**config.mk**
```make
export PLATFORM = sky130hd
export DESIGN_NAME = adc_input_scan_event_irq_ctrl
export DESIGN_NICKNAME = d
export VERILOG_FILES = /design/src/design/adc_ctrl_pkg.sv /design/src/design/adc_input_scan_event_irq_ctrl.sv
export VERILOG_INCLUDE_DIRS = /design/src /design/src/design
export SDC_FILE = /design/constraint.sdc
export NUM_CORES = 1
export LEC_CHECK = 0
export ABC_AREA = 0
export BUFFER_PORTS_ARGS = -buffer_cell sky130_fd_sc_hd__buf_4
export CORE_ASPECT_RATIO = 1.25
export CORE_UTILIZATION = 53
export DETAILED_ROUTE_END_ITERATION = 7
export HOLD_SLACK_MARGIN = 0.06
export PLACE_DENSITY = 0.8
export SKIP_CTS_REPAIR_TIMING = 1
export SLEW_MARGIN = 30
export SYNTH_ARGS = -nofsm -noshare
export SYNTH_HDL_FRONTEND = slang
export SYNTH_SLANG_ARGS = --single-unit
```
**constraint.sdc**
```tcl
create_clock -name ref_clk -period 2.5 [get_ports ref_clk]
set_input_delay 0.25 -clock ref_clk [delete_from_list [all_inputs] [get_ports ref_clk]]
set_output_delay 0.25 -clock ref_clk [all_outputs]
set_load 0.05 [all_outputs]
```
**src/design/adc_ctrl_regs.svh**
```systemverilog
// Register indices, field positions, reset values and codes.
// What this block does
// Gain field codes 0..4 give 1x..16x, 0xF gives half; 5..E reserved.
// Scanning is active whenever scan count is nonzero.
// First conversion uses positive selection plus scan offset.
// While scanning, each completed conversion before the last channel increments the scan offset by one.
// A scan covers scan count plus one inputs.
// Software keeps the scanned range within the existing analog inputs.
// Negative codes: pin0, pin1, internal ground, I/O ground; rest reserved.
// Positive codes 0x00..0x09 are pins 0..9; 0x0A..0x17 reserved.
// Positive codes 0x18..0x1C are internal sources; 0x1D..0x1F reserved.
// Software sets sampling time suited to bandgap or temperature source.
// Reserved bits read zero; software writes them as zero.
// Window match event output is emitted only when its enable is set.
// Result event output is emitted only when its enable is set.
// Flush-restart enable makes events flush, then start a conversion.
// Start enable makes incoming events start a new conversion; this block ignores start events that arrive while a conversion is busy.
// Enable-clear and enable-set registers read one shared enable set.
// Writing one to enable-clear clears that enable and its request.
// Interrupt request asserts when any flag is set with its enable.
// Writing one to enable-set sets that enable; zero leaves it.
// Result flag sets on new result; cleared by write-one or result read.
// Overrun flag sets when unread result is overwritten; write-one clears.
// Window flag sets a cycle after match; write-one or result read clears.
// After the last channel of a scan the offset returns to zero.
`ifndef ADC_CTRL_REGS_SVH
`define ADC_CTRL_REGS_SVH

`define INPUT_SEL_IDX    8'h10
`define EVENT_CTRL_IDX   8'h14
`define INT_EN_CLR_IDX   8'h16
`define INT_EN_SET_IDX   8'h17
`define INT_FLAG_IDX     8'h18
`define RESULT_IDX       8'h1A

`define POS_SEL_LSB      0
`define NEG_SEL_LSB      8
`define SCAN_COUNT_LSB   16
`define SCAN_OFFSET_LSB  20
`define GAIN_LSB         24
`define INPUT_SEL_MASK   32'h0FFF1F1F
`define EVENT_CTRL_MASK  8'h33
`define IRQ_MASK         8'h0F

`define EV_START_BIT     0
`define EV_FLUSH_BIT     1
`define EV_RESULT_BIT    4
`define EV_WINDOW_BIT    5

`define IRQ_RESULT_BIT   0
`define IRQ_OVERRUN_BIT  1
`define IRQ_WINDOW_BIT   2
`define IRQ_SYNC_BIT     3

`define INPUT_SEL_RESET  32'h00000000
`define EVENT_CTRL_RESET 8'h00
`define IRQ_RESET        8'h00

`endif

```
**src/design/adc_ctrl_pkg.sv**
```systemverilog
// Types shared by the converter control block.
package adc_ctrl_pkg;

  typedef enum logic [2:0] {
    GAIN_1X   = 3'h0,
    GAIN_2X   = 3'h1,
    GAIN_4X   = 3'h2,
    GAIN_8X   = 3'h3,
    GAIN_16X  = 3'h4,
    half_gain = 3'h5,
    GAIN_RSVD = 3'h7
  } gain_e;

  typedef enum logic [2:0] {
    NEG_PIN0          = 3'h0,
    NEG_PIN1          = 3'h1,
    NEG_INTERNAL_GND  = 3'h2,
    io_ground_source  = 3'h3,
    NEG_RSVD          = 3'h7
  } neg_src_e;

  typedef enum logic [2:0] {
    POS_PIN                    = 3'h0,
    POS_TEMPERATURE            = 3'h1,
    POS_BANDGAP                = 3'h2,
    quarter_core_supply_source = 3'h3,
    quarter_io_supply_source   = 3'h4,
    POS_DAC                    = 3'h5,
    POS_RSVD                   = 3'h7
  } pos_src_e;

  // Selection handed to the analog front end.
  typedef struct packed {
    gain_e      gain;
    logic [4:0] pos_code;
    pos_src_e   pos_src;
    logic [3:0] pos_pin;
    neg_src_e   neg_src;
  } front_end_s;

  typedef enum logic [2:0] {
    CONV_IDLE  = 3'b001,
    CONV_FLUSH = 3'b010,
    CONV_BUSY  = 3'b100
  } conv_state_e;

endpackage : adc_ctrl_pkg

```
**src/design/adc_input_scan_event_irq_ctrl.sv**
```systemverilog
// Converter input selection, pin scan, event routing and interrupt control.
`timescale 1ns/1ns
`include "adc_ctrl_regs.svh"

module adc_input_scan_event_irq_ctrl #(
  parameter int ADDR_W   = 8,
  parameter int RESULT_W = 16
) (
  // Clock and reset
  input  wire logic                     ref_clk,
  input  wire logic                     rst,
  // AXI4-Lite write address, data and response
  input  wire logic [ADDR_W-1:0]        s_axi_awaddr,
  input  wire logic                     s_axi_awvalid,
  output logic                          s_axi_awready,
  input  wire logic [31:0]              s_axi_wdata,
  input  wire logic [3:0]               s_axi_wstrb,
  input  wire logic                     s_axi_wvalid,
  output logic                          s_axi_wready,
  output logic [1:0]                    s_axi_bresp,
  output logic                          s_axi_bvalid,
  input  wire logic                     s_axi_bready,
  // AXI4-Lite read
  input  wire logic [ADDR_W-1:0]        s_axi_araddr,
  input  wire logic                     s_axi_arvalid,
  output logic                          s_axi_arready,
  output logic [31:0]                   s_axi_rdata,
  output logic [1:0]                    s_axi_rresp,
  output logic                          s_axi_rvalid,
  input  wire logic                     s_axi_rready,
  // Event network
  input  wire logic                     event_in,
  output logic                          result_event_out,
  output logic                          window_event_out,
  // Converter core
  input  wire logic                     conv_done,
  input  wire logic [RESULT_W-1:0]      conv_result,
  input  wire logic                     window_match,
  input  wire logic                     sync_done,
  output logic                          conv_start,
  output logic                          conv_flush,
  output adc_ctrl_pkg::front_end_s      front_end,
  // Interrupt request
  output logic                          irq
);

  initial begin
    if (ADDR_W < 8 || ADDR_W > 16) begin
      $error("ADDR_W must lie between 8 and 16");
    end
    if (RESULT_W < 1 || RESULT_W > 32) begin
      $error("RESULT_W must lie between 1 and 32");
    end
  end

  //////////////////////////////////////////////////////////////////////////////
  // Decoding functions.

  function automatic adc_ctrl_pkg::gain_e gain_dec(input logic [3:0] code);
    case (code)
      4'h0:    gain_dec = adc_ctrl_pkg::GAIN_1X;
      4'h1:    gain_dec = adc_ctrl_pkg::GAIN_2X;
      4'h2:    gain_dec = adc_ctrl_pkg::GAIN_4X;
      4'h3:    gain_dec = adc_ctrl_pkg::GAIN_8X;
      4'h4:    gain_dec = adc_ctrl_pkg::GAIN_16X;
      4'hF:    gain_dec = adc_ctrl_pkg::half_gain;
      default: gain_dec = adc_ctrl_pkg::GAIN_RSVD;
    endcase
  endfunction : gain_dec

  function automatic adc_ctrl_pkg::pos_src_e pos_dec(input logic [4:0] code);
    if (code <= 5'h09) begin
      pos_dec = adc_ctrl_pkg::POS_PIN;
    end else if (code == 5'h18) begin
      pos_dec = adc_ctrl_pkg::POS_TEMPERATURE;
    end else if (code == 5'h19) begin
      pos_dec = adc_ctrl_pkg::POS_BANDGAP;
    end else if (code == 5'h1A) begin
      pos_dec = adc_ctrl_pkg::quarter_core_supply_source;
    end else if (code == 5'h1B) begin
      pos_dec = adc_ctrl_pkg::quarter_io_supply_source;
    end else if (code == 5'h1C) begin
      pos_dec = adc_ctrl_pkg::POS_DAC;
    end else begin
      pos_dec = adc_ctrl_pkg::POS_RSVD;
    end
  endfunction : pos_dec

  function automatic adc_ctrl_pkg::neg_src_e neg_dec(input logic [4:0] code);
    case (code)
      5'h00:   neg_dec = adc_ctrl_pkg::NEG_PIN0;
      5'h01:   neg_dec = adc_ctrl_pkg::NEG_PIN1;
      5'h02:   neg_dec = adc_ctrl_pkg::NEG_INTERNAL_GND;
      5'h03:   neg_dec = adc_ctrl_pkg::io_ground_source;
      default: neg_dec = adc_ctrl_pkg::NEG_RSVD;
    endcase
  endfunction : neg_dec

  //////////////////////////////////////////////////////////////////////////////
  // Registers.

  logic [31:0]         input_sel_r;
  logic [7:0]          event_ctrl_r;
  logic [7:0]          int_en_r;
  logic [7:0]          int_flag_r;
  logic [RESULT_W-1:0] result_r;
  logic                result_unread_r;
  logic                restart_r;
  adc_ctrl_pkg::conv_state_e state_r;

  wire [4:0] pos_base    = input_sel_r[`POS_SEL_LSB +: 5];
  wire [4:0] neg_code    = input_sel_r[`NEG_SEL_LSB +: 5];
  wire [3:0] scan_count  = input_sel_r[`SCAN_COUNT_LSB +: 4];
  wire [3:0] scan_offset = input_sel_r[`SCAN_OFFSET_LSB +: 4];
  wire [3:0] gain_code   = input_sel_r[`GAIN_LSB +: 4];

  wire scan_active = scan_count != 4'h0;
  // The sum wraps in five bits; software keeps the range legal.
  wire [4:0] pos_code = pos_base + {1'b0, scan_offset};
  wire scan_last = scan_offset >= scan_count;

  //////////////////////////////////////////////////////////////////////////////
  // AXI4-Lite slave: one write and one read at a time.

  logic              aw_held_r;
  logic              w_held_r;
  logic [ADDR_W-1:0] awaddr_r;
  logic [31:0]       wdata_r;
  logic [3:0]        wstrb_r;
  logic              bvalid_r;
  logic              rvalid_r;
  logic [31:0]       rdata_r;
  logic [1:0]        bresp_r;
  logic [1:0]        rresp_r;

  assign s_axi_awready = !aw_held_r && !bvalid_r;
  assign s_axi_wready  = !w_held_r && !bvalid_r;
  assign s_axi_arready = !rvalid_r;
  assign s_axi_bvalid  = bvalid_r;
  assign s_axi_bresp   = bresp_r;
  assign s_axi_rvalid  = rvalid_r;
  assign s_axi_rdata   = rdata_r;
  assign s_axi_rresp   = rresp_r;

  wire aw_take = s_axi_awvalid && s_axi_awready;
  wire w_take  = s_axi_wvalid && s_axi_wready;
  wire ar_take = s_axi_arvalid && s_axi_arready;
  wire wr_go   = aw_held_r && w_held_r;

  wire [ADDR_W-3:0] wr_word = awaddr_r[ADDR_W-1:2];
  wire [ADDR_W-3:0] rd_word = s_axi_araddr[ADDR_W-1:2];
  wire [7:0]  wr_idx = {wr_word[5:0], 2'b00};
  wire [7:0]  rd_idx = {rd_word[5:0], 2'b00};
  wire [1:0]  hi_w   = 2'(awaddr_r[ADDR_W-1:2] >> 6);
  wire [1:0]  hi_r   = 2'(s_axi_araddr[ADDR_W-1:2] >> 6);

  // Each register sits in its own word at four times its index.
  function automatic logic [7:0] reg_sel(input logic [7:0] idx);
    reg_sel = 8'({idx[5:0], 2'b00});
  endfunction : reg_sel

  wire wr_input  = wr_go && hi_w == 2'h0 && wr_idx == reg_sel(`INPUT_SEL_IDX);
  wire wr_event  = wr_go && hi_w == 2'h0 && wr_idx == reg_sel(`EVENT_CTRL_IDX);
  wire wr_enclr  = wr_go && hi_w == 2'h0 && wr_idx == reg_sel(`INT_EN_CLR_IDX);
  wire wr_enset  = wr_go && hi_w == 2'h0 && wr_idx == reg_sel(`INT_EN_SET_IDX);
  wire wr_flag   = wr_go && hi_w == 2'h0 && wr_idx == reg_sel(`INT_FLAG_IDX);
  wire wr_result = wr_go && hi_w == 2'h0 && wr_idx == reg_sel(`RESULT_IDX);
  wire wr_hit = wr_input || wr_event || wr_enclr || wr_enset || wr_flag
                || wr_result;

  wire rd_input  = hi_r == 2'h0 && rd_idx == reg_sel(`INPUT_SEL_IDX);
  wire rd_event  = hi_r == 2'h0 && rd_idx == reg_sel(`EVENT_CTRL_IDX);
  wire rd_enclr  = hi_r == 2'h0 && rd_idx == reg_sel(`INT_EN_CLR_IDX);
  wire rd_enset  = hi_r == 2'h0 && rd_idx == reg_sel(`INT_EN_SET_IDX);
  wire rd_flag   = hi_r == 2'h0 && rd_idx == reg_sel(`INT_FLAG_IDX);
  wire rd_result = hi_r == 2'h0 && rd_idx == reg_sel(`RESULT_IDX);
  wire result_read = ar_take && rd_result;

  wire [31:0] strb_mask = {{8{wstrb_r[3]}}, {8{wstrb_r[2]}},
                           {8{wstrb_r[1]}}, {8{wstrb_r[0]}}};
  wire [7:0]  wbyte = wdata_r[7:0] & {8{wstrb_r[0]}};

  // Reserved bits read as zero because they are never stored.
  wire [31:0] rd_mux =
    rd_input  ? input_sel_r :
    rd_event  ? {24'h0, event_ctrl_r} :
    (rd_enclr || rd_enset) ? {24'h0, int_en_r} :
    rd_flag   ? {24'h0, int_flag_r} :
    rd_result ? 32'(result_r) : 32'h0;
  wire rd_hit = rd_input || rd_event || rd_enclr || rd_enset || rd_flag
                || rd_result;

  always_ff @(posedge ref_clk) begin
    if (rst) begin
      aw_held_r <= 1'b0;
      w_held_r  <= 1'b0;
      awaddr_r  <= '0;
      wdata_r   <= 32'h0;
      wstrb_r   <= 4'h0;
      bvalid_r  <= 1'b0;
      bresp_r   <= 2'h0;
      rvalid_r  <= 1'b0;
      rdata_r   <= 32'h0;
      rresp_r   <= 2'h0;
    end else begin
      if (aw_take) begin
        aw_held_r <= 1'b1;
        awaddr_r  <= s_axi_awaddr;
      end
      if (w_take) begin
        w_held_r <= 1'b1;
        wdata_r  <= s_axi_wdata;
        wstrb_r  <= s_axi_wstrb;
      end
      if (wr_go) begin
        aw_held_r <= 1'b0;
        w_held_r  <= 1'b0;
        bvalid_r  <= 1'b1;
        bresp_r   <= (wr_hit && !wr_result) ? 2'h0 : 2'h2;
      end else if (bvalid_r && s_axi_bready) begin
        bvalid_r <= 1'b0;
      end
      if (ar_take) begin
        rvalid_r <= 1'b1;
        rdata_r  <= rd_mux;
        rresp_r  <= rd_hit ? 2'h0 : 2'h2;
      end else if (rvalid_r && s_axi_rready) begin
        rvalid_r <= 1'b0;
      end
    end
  end

  //////////////////////////////////////////////////////////////////////////////
  // Conversion sequencing and scan offset.

  wire start_ev = event_in && event_ctrl_r[`EV_START_BIT];
  wire flush_ev = event_in && event_ctrl_r[`EV_FLUSH_BIT];

  // A flush aborts whatever is in flight; the restart follows one cycle later.
  adc_ctrl_pkg::conv_state_e state_nxt;
  always_comb begin
    state_nxt = state_r;
    case (state_r)
      adc_ctrl_pkg::CONV_IDLE: begin
        if (flush_ev) begin
          state_nxt = adc_ctrl_pkg::CONV_FLUSH;
        end else if (start_ev) begin
          state_nxt = adc_ctrl_pkg::CONV_BUSY;
        end
      end
      adc_ctrl_pkg::CONV_FLUSH: begin
        state_nxt = adc_ctrl_pkg::CONV_BUSY;
      end
      adc_ctrl_pkg::CONV_BUSY: begin
        if (flush_ev) begin
          state_nxt = adc_ctrl_pkg::CONV_FLUSH;
        end else if (conv_done) begin
          state_nxt = adc_ctrl_pkg::CONV_IDLE;
        end
      end
      default: state_nxt = adc_ctrl_pkg::CONV_IDLE;
    endcase
  end

  assign conv_flush = state_r == adc_ctrl_pkg::CONV_FLUSH;
  // The restart waits for the cycle after the flush, so that the core
  // never sees a start and an abort in the same cycle.
  assign conv_start = (state_r == adc_ctrl_pkg::CONV_IDLE
                       && state_nxt == adc_ctrl_pkg::CONV_BUSY)
                      || restart_r;
  wire done_ok = conv_done && state_r == adc_ctrl_pkg::CONV_BUSY && !flush_ev;

  wire [3:0] offset_nxt = !scan_active ? scan_offset :
                          scan_last ? 4'h0 :
                          scan_offset + 4'h1;

  wire [31:0] input_wr = (input_sel_r & ~strb_mask)
                         | (wdata_r & strb_mask & `INPUT_SEL_MASK);

  always_ff @(posedge ref_clk) begin
    if (rst) begin
      state_r      <= adc_ctrl_pkg::CONV_IDLE;
      restart_r    <= 1'b0;
      input_sel_r  <= `INPUT_SEL_RESET;
      event_ctrl_r <= `EVENT_CTRL_RESET;
    end else begin
      state_r <= state_nxt;
      restart_r <= state_r == adc_ctrl_pkg::CONV_FLUSH;
      if (wr_input) begin
        input_sel_r <= input_wr;
      end else if (done_ok) begin
        input_sel_r[`SCAN_OFFSET_LSB +: 4] <= offset_nxt;
      end
      if (wr_event) begin
        event_ctrl_r <= wbyte & `EVENT_CTRL_MASK;
      end
    end
  end

  //////////////////////////////////////////////////////////////////////////////
  // Result capture, flags, enables and events.

  wire [7:0] flag_set = {4'h0, sync_done, window_match,
                         done_ok && result_unread_r, done_ok};
  wire [7:0] flag_clr = (wr_flag ? wbyte : 8'h0)
                        | (result_read ? 8'h05 : 8'h0);

  always_ff @(posedge ref_clk) begin
    if (rst) begin
      int_en_r         <= `IRQ_RESET;
      int_flag_r       <= `IRQ_RESET;
      result_r         <= '0;
      result_unread_r  <= 1'b0;
      result_event_out <= 1'b0;
      window_event_out <= 1'b0;
    end else begin
      if (wr_enclr) begin
        int_en_r <= int_en_r & ~(wbyte & `IRQ_MASK);
      end else if (wr_enset) begin
        int_en_r <= int_en_r | (wbyte & `IRQ_MASK);
      end
      // Set wins over clear; window flag lands one cycle after the match.
      int_flag_r <= ((int_flag_r & ~flag_clr) | flag_set)
                    & `IRQ_MASK;
      if (done_ok) begin
        result_r        <= conv_result;
        result_unread_r <= 1'b1;
      end else if (result_read) begin
        result_unread_r <= 1'b0;
      end
      result_event_out <= done_ok && event_ctrl_r[`EV_RESULT_BIT];
      window_event_out <= window_match
                          && event_ctrl_r[`EV_WINDOW_BIT];
    end
  end

  // Clearing an enable drops its request at once.
  assign irq = |(int_flag_r & int_en_r);

  assign front_end.gain     = gain_dec(gain_code);
  assign front_end.pos_code = pos_code;
  assign front_end.pos_src  = pos_dec(pos_code);
  assign front_end.pos_pin  = pos_code[3:0];
  assign front_end.neg_src  = neg_dec(neg_code);

endmodule : adc_input_scan_event_irq_ctrl

```
== Yosys cells after proc, flatten, opt, wreduce, memory -nomap -nowiden ==
Cells that the tools add are included.
Word-level totals
  register bits after elaboration: 151
  latch bits: 0
  memory bits (writable): 0
  memory bits (read-only): 0
  input bits: 79
  output and inout port bits: 64
  word-level logic and storage cells: 155
  memories: 0
Cells by class
  add/subtract/negate cells: 2
  multipliers: 0
  div/mod/pow operators: 0
  order comparisons: 2
  equality and inequality tests: 29
  shift operators: 0
  mux-type cells: 34
  bitwise logic cells: 13
  reductions and logical operators: 54
Operator list (count)
  equality test 6 x 5 -> 1 bit (second input constant): 12
  2-to-1 mux 16 bit: 4
  AND 32 bit: 1
  2-to-1 mux 32 bit: 1
  NOT 32 bit: 1
  OR 32 x 28 -> 32 bit: 1
  AND 28 bit: 1
  2-to-1 mux 3 bit: 9
  equality test 5 bit (second input constant): 5
  logical AND 1 bit: 24
  2-to-1 mux 4 bit: 5
  case mux 3 bit (6 select lines): 1
  2-to-1 mux 8 bit: 2
  logical OR 1 bit: 12
  case mux 3 bit (4 select lines): 1
  nonzero test 2 bit: 6
  equality test 5 x 2 -> 1 bit (second input constant): 2
  case mux 3 bit (3 select lines): 1
  AND 4 x 8 -> 8 bit: 1
  AND 8 bit: 1
  equality test 4 x 2 -> 1 bit (second input constant): 2
  2-to-1 mux 2 bit: 4
  NOT 4 -> 8 bit: 1
  OR 8 x 4 -> 8 bit: 1
  other kinds (24): 35

== Longest topological paths before layout ==
Gate-level depths: netlist (run 1).
  depth in word-level cells: 9
  depth in mapped cells: 8
  depth with buffers taken out: 7

== Worst setup path before layout (run 1) ==
No wires, ideal clock.
  path type: reg-to-output
  from: register with a tool-made name
  to: output port front_end[8] in the netlist's numbering
  data arrival time: 3.230 ns
  required time: 2.250 ns
  setup slack: -0.980 ns
  cell stages (with the launch flop): 7
  buffers on the path: 0
  cells stage by stage: dfxtp_1 > ha_1 > fa_1 > xor2_1 > nor2_1 > o21a_1 > nor3_1
RTL lines
  to (decl): RTL line adc_input_scan_event_irq_ctrl.sv:42  | output adc_ctrl_pkg::front_end_s front_end,

==> results of run 1 <==
worst paths after layout:
check	end	slack, ns	depth (start not counted)
hold / removal	int_flag_r[2]	0.05	3
setup reg to reg	flop	0.35	8
setup / recovery	front_end[9]	-0.24	9
hold reg to reg	result_r[2]	0.45	2
layer usage:
metal	track usage [%]	vias to the layer above	share of wire, %
li1	-	2596	-
met1	32.9	2576	40
met2	46.6	211	51
met3	7.11	34	6.8
met4	11.3	0	2.4
met5	0	-	0
Yosys cell counts, types with 4 or more instances:
master / n
dfxtp_1: 138
ha_1: 9
mux2i_1: 16
buf_4: 6
nor4_1: 4
nand2b_1: 6
nor2_1: 53
a211oi_1: 6
inv_1: 9
nand2_1: 158
clkbuf_1: 35
buf_2: 6
o21ai_0: 5
nand3_1: 28
and2_2: 4
a22oi_1: 6
nor3b_1: 8
a31oi_1: 4
a221oi_1: 12
nor3_1: 13
a21oi_1: 97
and2_1: 9
report_power, final:
part           internal [mW]  switching, mW  total, mW
combinational          0.168          0.270      0.438
sequential              2.26         0.0530       2.31
clock                   1.50          0.966       2.46
layout make-up:
type                       count  share of cell area, %
clock buffer                  19                   5.96
clock inverter                13                   1.94
inverter                       9                  0.455
multi-input combinational    490                   37.2
sequential                   138                   37.3
tap                          129                   2.17
timing repair buffer         146                   15.0
per-stage QoR:
step                      setup TNS [ns]  setup slack, ns
after floorplan                        0          0.00337
after global placement                 0            0.140
after detailed placement               0           0.0809
after CTS                          -1.14           -0.374
after global routing              -0.987           -0.327
final                             -0.690           -0.237
tightest hold or removal path, stage by stage:
cell and delay (ns):
buf_4 0.09, a31oi_1 0.03, nor2_1 0.07
cells by family after synthesis:
logic type                 share of synthesized area [%]
AOI/OAI and AO/OA                                   15.4
other                                             0.0663
adders and majority gates                           2.35
DFF                                                 48.9
xor gates and xnor gates                           0.465
muxes                                               3.23
buffers and inverters                               4.32
and+or+nand+nor                                     25.3
==> results_dict.tcl, run 1 <==
set metrics [dict create \
    status "complete, but fails checks" \
    violations "setup timing" \
    relSlewSlack_pct 37.5 \
    ant_nets 0 \
    cap_viol_max_count 0 \
    cts_buffers 17 \
    min_path_type "primary input to flop" \
    synth_area_leader_cell "dfxtp_1" \
    num_vias 5417 \
    grt_pass1_vias 5151 \
    worst_ep_required_time_ns 2.25 \
    io_buffer_count 127 \
    synth_seq_area_share_pct 48.9 \
    layout_setup_ws_ns -0.237 \
    max_stage_delay_ns 0.36 \
    htreeDepth 4 \
    ys_seq_elements 138 \
    gp_congestion 0.859 \
    yosysUniqueCellTypes 51 \
    seq_area_um2 2770 \
    fin_hold_ws_ns 0.0547 \
    placedCellCount 909 \
    rsz0062_at_grt "true" \
    cts_root_buf "clkbuf_16" \
    cp_common_cell "buf_6" \
    cp-start-kind "flop" \
    power_density_nw_per_um2 702 \
    syn_avg_cell_area_um2 8.27 \
    criticalPathCategory "flop to output port" \
    die_h_um 117 \
    power_mw 5.22 \
    drt_wl_total_mm 15.2 \
    async_flop_share_pct 0 \
    core-area_um2 10300 \
    slowest_stage "dfxtp_4" \
    clk_pin_slew_ns 0.06 \
    antenna_found_initial 0 \
    final_common_cell "nand2_1" \
    cp_max_fo 4 \
    stdcell_count 944 \
    fin_nets 891 \
    netlist_instances 684 \
    die_area_um2 11100 \
    die_width_um 94.4 \
    clock_path_buffers 2 \
    drive_gt1_share_pct 25.3 \
    post_drt_wl_per_cell_um 16.1 \
    start_util_pct 55.1 \
    crit_chain "ha_4 -> fa_2 -> a21o_1 -> a21oi_2 -> xor2_2 -> buf_6 -> o21ai_2 -> a22oi_2 -> buf_6" \
    multi_input_area_um2 2760 \
    finalSetupViolCount 4 \
    worst_pin_slew_ns 0.935 \
    yosysTopAreaCellShare_pct 48.9 \
    fmax_mhz 365 \
    mostFrequentLayoutCells "nand2_1 (158), buf_4 (140), dfxtp_1 (136)" \
    drc 0 \
    hold_violations 0 \
    synthToLayoutAreaGrowth_pct 31.4 \
    fillers 796 \
    utilization_pct 72.4 \
    grt_usage_pct 27.6 \
    numClockSinks 138 \
    final-max-slew-violation-count 0 \
    yosys_warnings 0 \
    ys.flop_type "dfxtp_1" \
    crit_family "compound AO/OA/AOI/OAI gates" \
    io_pins 143 \
    p_leak_nw 3.05 \
    path_buf_inv 2 \
    grt-ovfl-total 0 \
    placementRows 41 \
    synth_area_um2 5650 \
    placed_area_um2 6750 \
    ys_top_cells_by_area "dfxtp_1 (49%), nand2_1 (10%), a21oi_1 (8.6%), nor2_1 (3.5%), mux2i_1 (2.8%)" \
    fin_crit_ns 2.74 \
    vias_per_cell 5.74 \
    hold_start "window_match" \
    cp.arrival_ns 2.49 \
    drt_iter0_markers 451 \
    clock_latency_ns 0.43 \
    fin_skew_ns 0.0154 \
    drt-pass1-iter-count 6 \
    synth-edff-count 0 \
    post-route-period-util_pct 109 \
    cts_tree "done" \
    grt_max_degree 84 \
    antenna_cells 0 \
    ir_worst_vdd_uv 449 \
    hpwl_mm 10.2 \
    final_cell_area_um2 7430 \
    grt_first_pass_wirelength_mm 24.1 \
    end_kind "output port" \
]
Power figures use the tool's default switching activity.
==> run 2, diff against run 1 <==
Settings changed: CORE_UTILIZATION 53 to 45, PLACE_DENSITY 0.8 to 0.69.
==> results_dict.tcl, run 2 (synthesis results as in run 1) <==
set metrics [dict create \
    status "complete, but fails checks" \
    violations "setup timing" \
    grt_usage_pct 23.4 \
    fin_crit_ns 2.75 \
    end_kind "output port" \
    rsz0062_at_grt "true" \
    gp_congestion 0.858 \
    grt_pass1_vias 4981 \
    antenna_found_initial 0 \
    path_buf_inv 2 \
    grt-ovfl-total 0 \
    cp_max_fo 4 \
    p_sw_mw 1.24 \
    hold_violations 0 \
    io_pins 143 \
    drt_iter0_markers 354 \
    ant_nets 0 \
    cts_tree "done" \
    die_h_um 127 \
    p_leak_nw 3.11 \
    grt_first_pass_wirelength_mm 23.6 \
    clock_path_buffers 2 \
    max_stage_delay_ns 0.36 \
    numClockSinks 138 \
    pwr-share-seq_pct 43.9 \
    num_vias 5256 \
    fin_nets 898 \
    final-max-slew-violation-count 0 \
    die_area_um2 13000 \
    clock_latency_ns 0.41 \
    post-route-period-util_pct 110 \
    placedCellCount 947 \
    power_mw 5.27 \
    io_buffer_count 127 \
    placementRows 45 \
    cap_viol_max_count 0 \
    die_width_um 102 \
    worst_pin_slew_ns 0.905 \
    netSwitchingFraction_pct 23.6 \
    p_comb_share_pct 8.3 \
    clk_pin_slew_ns 0.06 \
    cp_common_cell "buf_6" \
    cp-start-kind "flop" \
    crit_family "compound AO/OA/AOI/OAI gates" \
    relSlewSlack_pct 39.7 \
    route.top_layer_used "met4" \
    p_int_mw 4.03 \
    hpwl_mm 10.4 \
    antenna_cells 0 \
    cp.arrival_ns 2.50 \
    power_density_nw_per_um2 696 \
    criticalPathCategory "flop to output port" \
    mostFrequentLayoutCells "nand2_1 (157), buf_4 (146), dfxtp_1 (136)" \
    wl_met2_mm 7.52 \
    start_util_pct 46.3 \
    wl_met1_mm 6.37 \
    vias_per_cell 5.33 \
    slowest_stage "dfxtp_4" \
    final_common_cell "nand2_1" \
    place_ws_ns 0.0277 \
    post_drt_wl_per_cell_um 15.1 \
    cts_root_buf "clkbuf_16" \
    core-area_um2 12200 \
    clkPwrFrac_pct 47.8 \
    synthToLayoutAreaGrowth_pct 33.9 \
    drc 0 \
    drive_gt1_share_pct 26.2 \
    layout_setup_ws_ns -0.248 \
    grt_max_degree 90 \
    drt-pass1-iter-count 4 \
    htreeDepth 4 \
    min_path_type "primary input to flop" \
    fmax_mhz 364 \
    cts_buffers 17 \
    stdcell_count 986 \
    worst_ep_required_time_ns 2.25 \
    route.met3.wl_um 735 \
    ir_worst_vdd_uv 504 \
    finalSetupViolCount 4 \
    crit_chain "ha_4 -> fa_2 -> a21o_1 -> a21oi_2 -> xor2_2 -> buf_6 -> o21ai_2 -> a22oi_2 -> buf_6" \
    fin_skew_ns 0.00462 \
    drt_wl_total_mm 14.9 \
]
## run 2: cell types whose count changed in the layout (fill, tap and decap cells not counted), sizes merged
cell / change
buf: +6
clkbuf: +3
clkinvlp: -1
dlygate4sd3: +1
inv: -2
## run 2: per-stage QoR
stage	area, um^2	hold WS [ns]	setup TNS [ns]	utilization [%]
floorplan	5720	0.349	0	-
global placement	6810	0.439	0	55.8
detailed placement	6810	0.440	0	55.8
CTS	7420	0.00476	-1.25	60.8
global route	7570	0.0603	-0.926	62.0
finish	7570	0.0599	-0.690	62.0
## run 2: power groups by stage
stage	Combinational (mW)	Sequential, mW	Clock (mW)
final	0.437	2.32	2.52
after CTS	0.437	2.32	2.55
after detailed placement	0.434	2.36	0
after floorplan	0.214	2.41	0
after global placement	0.429	2.36	0
after global routing	0.478	2.32	2.65
## run 2: tightest hold or removal path, delay by kind of cell
kind / cells / cell delay [ns]
buffers and inverters: 1 / 0.09
AO/OA/AOI/OAI: 1 / 0.03
AND/OR/NAND/NOR: 1 / 0.06
## run 2: cell type report
class                   instances  area, um^2
fillers                      1052        4650
multi-input cells             490        2780
flip-flops and latches        138        2770
repair buffers                153        1180
clock buffers                  22         494
well taps                     164         205
clock inverters                10         115
inverters                       9        36.3
## run 2: path summary, 6_finish.rpt
check	start	endpoint	slack [ns]	depth (start not counted)
max	flop	front_end[9]	-0.25	9
min	window_match	int_flag_r[2]	0.06	3
max reg2reg	flop	flop	0.38	8
min reg2reg	wstrb_r[3]	wstrb_r[3]	0.45	2
## run 2: routing by layer
| layer | GRT usage, % | vias up |
|---|---|---|
| li1 | - | 2607 |
| met1 | 28.1 | 2482 |
| met2 | 39.2 | 146 |
| met3 | 5.63 | 21 |
| met4 | 10.3 | 0 |
| met5 | 0 | - |
==> run 3, diff against run 2 <==
Settings changed: CORE_UTILIZATION 45 to 50, PLACE_DENSITY 0.69 to 0.77.
==> results_dict.tcl, run 3 (synthesis results as in run 1) <==
set metrics [dict create \
    fin_skew_ns 0.00756 \
    final_cell_area_um2 7460 \
    post-route-period-util_pct 110 \
    power_mw 5.25 \
    worst_pin_slew_ns 0.895 \
    drt-pass1-iter-count 5 \
    final-max-slew-violation-count 0 \
    cts_buffers 17 \
    worst_ep_required_time_ns 2.25 \
    io_pins 143 \
    hpwl_mm 10.1 \
    rsz0062_at_grt "true" \
    tns_ns -0.748 \
    drt_iter0_markers 286 \
    clk_pin_slew_ns 0.05 \
    cp_max_fo 4 \
    fin_crit_ns 2.74 \
    hold_violations 0 \
    cp.arrival_ns 2.49 \
    criticalPathCategory "flop to output port" \
    antenna_found_initial 0 \
    post_drt_wl_per_cell_um 15.4 \
    placed_area_um2 6760 \
    power_density_nw_per_um2 703 \
    stdcell_count 954 \
    grt_first_pass_wirelength_mm 23.6 \
    violations "setup timing" \
    final_common_cell "nand2_1" \
    core-area_um2 11000 \
    end_kind "output port" \
    gp_congestion 0.810 \
    synthToLayoutAreaGrowth_pct 32.0 \
    clock_path_buffers 2 \
    cap_viol_max_count 0 \
    fillers 870 \
    placedCellCount 915 \
    htreeDepth 4 \
    cts_tree "done" \
    place_ws_ns 0.0473 \
    p_leak_nw 3.08 \
    utilization_pct 67.7 \
    hold-path-endpoint "awaddr_r[6]" \
    start_util_pct 51.3 \
    grt-ovfl-total 0 \
    rr_worst_depth 8 \
    numClockSinks 138 \
    die_width_um 97.1 \
    reg2reg_slack_ns 0.37 \
    fin_hold_ws_ns 0.0766 \
    ant_nets 0 \
    cp-start-kind "flop" \
    die_h_um 121 \
    finalSetupViolCount 4 \
    cts_root_buf "clkbuf_16" \
    ir_worst_vdd_uv 476 \
    antenna_cells 0 \
    whs_path_depth 3 \
    drc 0 \
    fin_nets 895 \
    vias_per_cell 5.60 \
    min_path_type "primary input to flop" \
    status "complete, but fails checks" \
    die_area_um2 11700 \
    hold_start "s_axi_awaddr[6]" \
    drive_gt1_share_pct 25.5 \
    grt_usage_pct 24.9 \
    clock_latency_ns 0.42 \
    layout_setup_ws_ns -0.243 \
    drt_wl_total_mm 14.7 \
    grt_pass1_vias 5003 \
    placementRows 43 \
    fmax_mhz 365 \
    num_vias 5338 \
    grt_max_degree 89 \
    relSlewSlack_pct 40.2 \
    io_buffer_count 127 \
    mostFrequentLayoutCells "nand2_1 (158), buf_4 (145), dfxtp_1 (136)" \
]
run 3: how the worst max path moves through the flow:
stage / slack [ns] / endpoint / cells after the start
global placement: 0.10 / front_end[8] / 8
detailed placement: 0.05 / front_end[8] / 8
floorplan: 0.003 / front_end[9] / 7
global route: -0.37 / front_end[9] / 9
CTS: -0.44 / front_end[8] / 8
finish: -0.24 / front_end[9] / 9
run 3: per-layer routing:
metal,global-route usage [%],wire [um],vias up
li1,-,-,2595
met1,29.9,6040,2511
met4,9.51,206,0
met5,0,0,-
met3,5.65,970,19
met2,43.4,7510,213
run 3: where the power goes:
part / leakage, nW / switching (mW) / internal [mW]
Clock: 0.285 / 0.961 / 1.53
Combinational: 1.67 / 0.267 / 0.168
Sequential: 1.12 / 0.0538 / 2.26
run 3: critical path: stages (launching register included):
cell and delay [ns]:
dfxtp_2 0.34, ha_4 0.17, fa_2 0.37, a21o_1 0.20
a21oi_2 0.18, xor2_2 0.27, buf_4 0.18, o21ai_2 0.05
a22oi_2 0.16, buf_6 0.18
run 3: layout make-up:
type | count | area [um^2] | share of cell area [%]
multi-input cells | 490 | 2760 | 36.9
well taps | 135 | 169 | 2.26
clock inverters | 12 | 139 | 1.86
flip-flops and latches | 138 | 2770 | 37.0
clock buffers | 20 | 457 | 6.12
inverters | 9 | 33.8 | 0.453
repair buffers | 150 | 1140 | 15.3
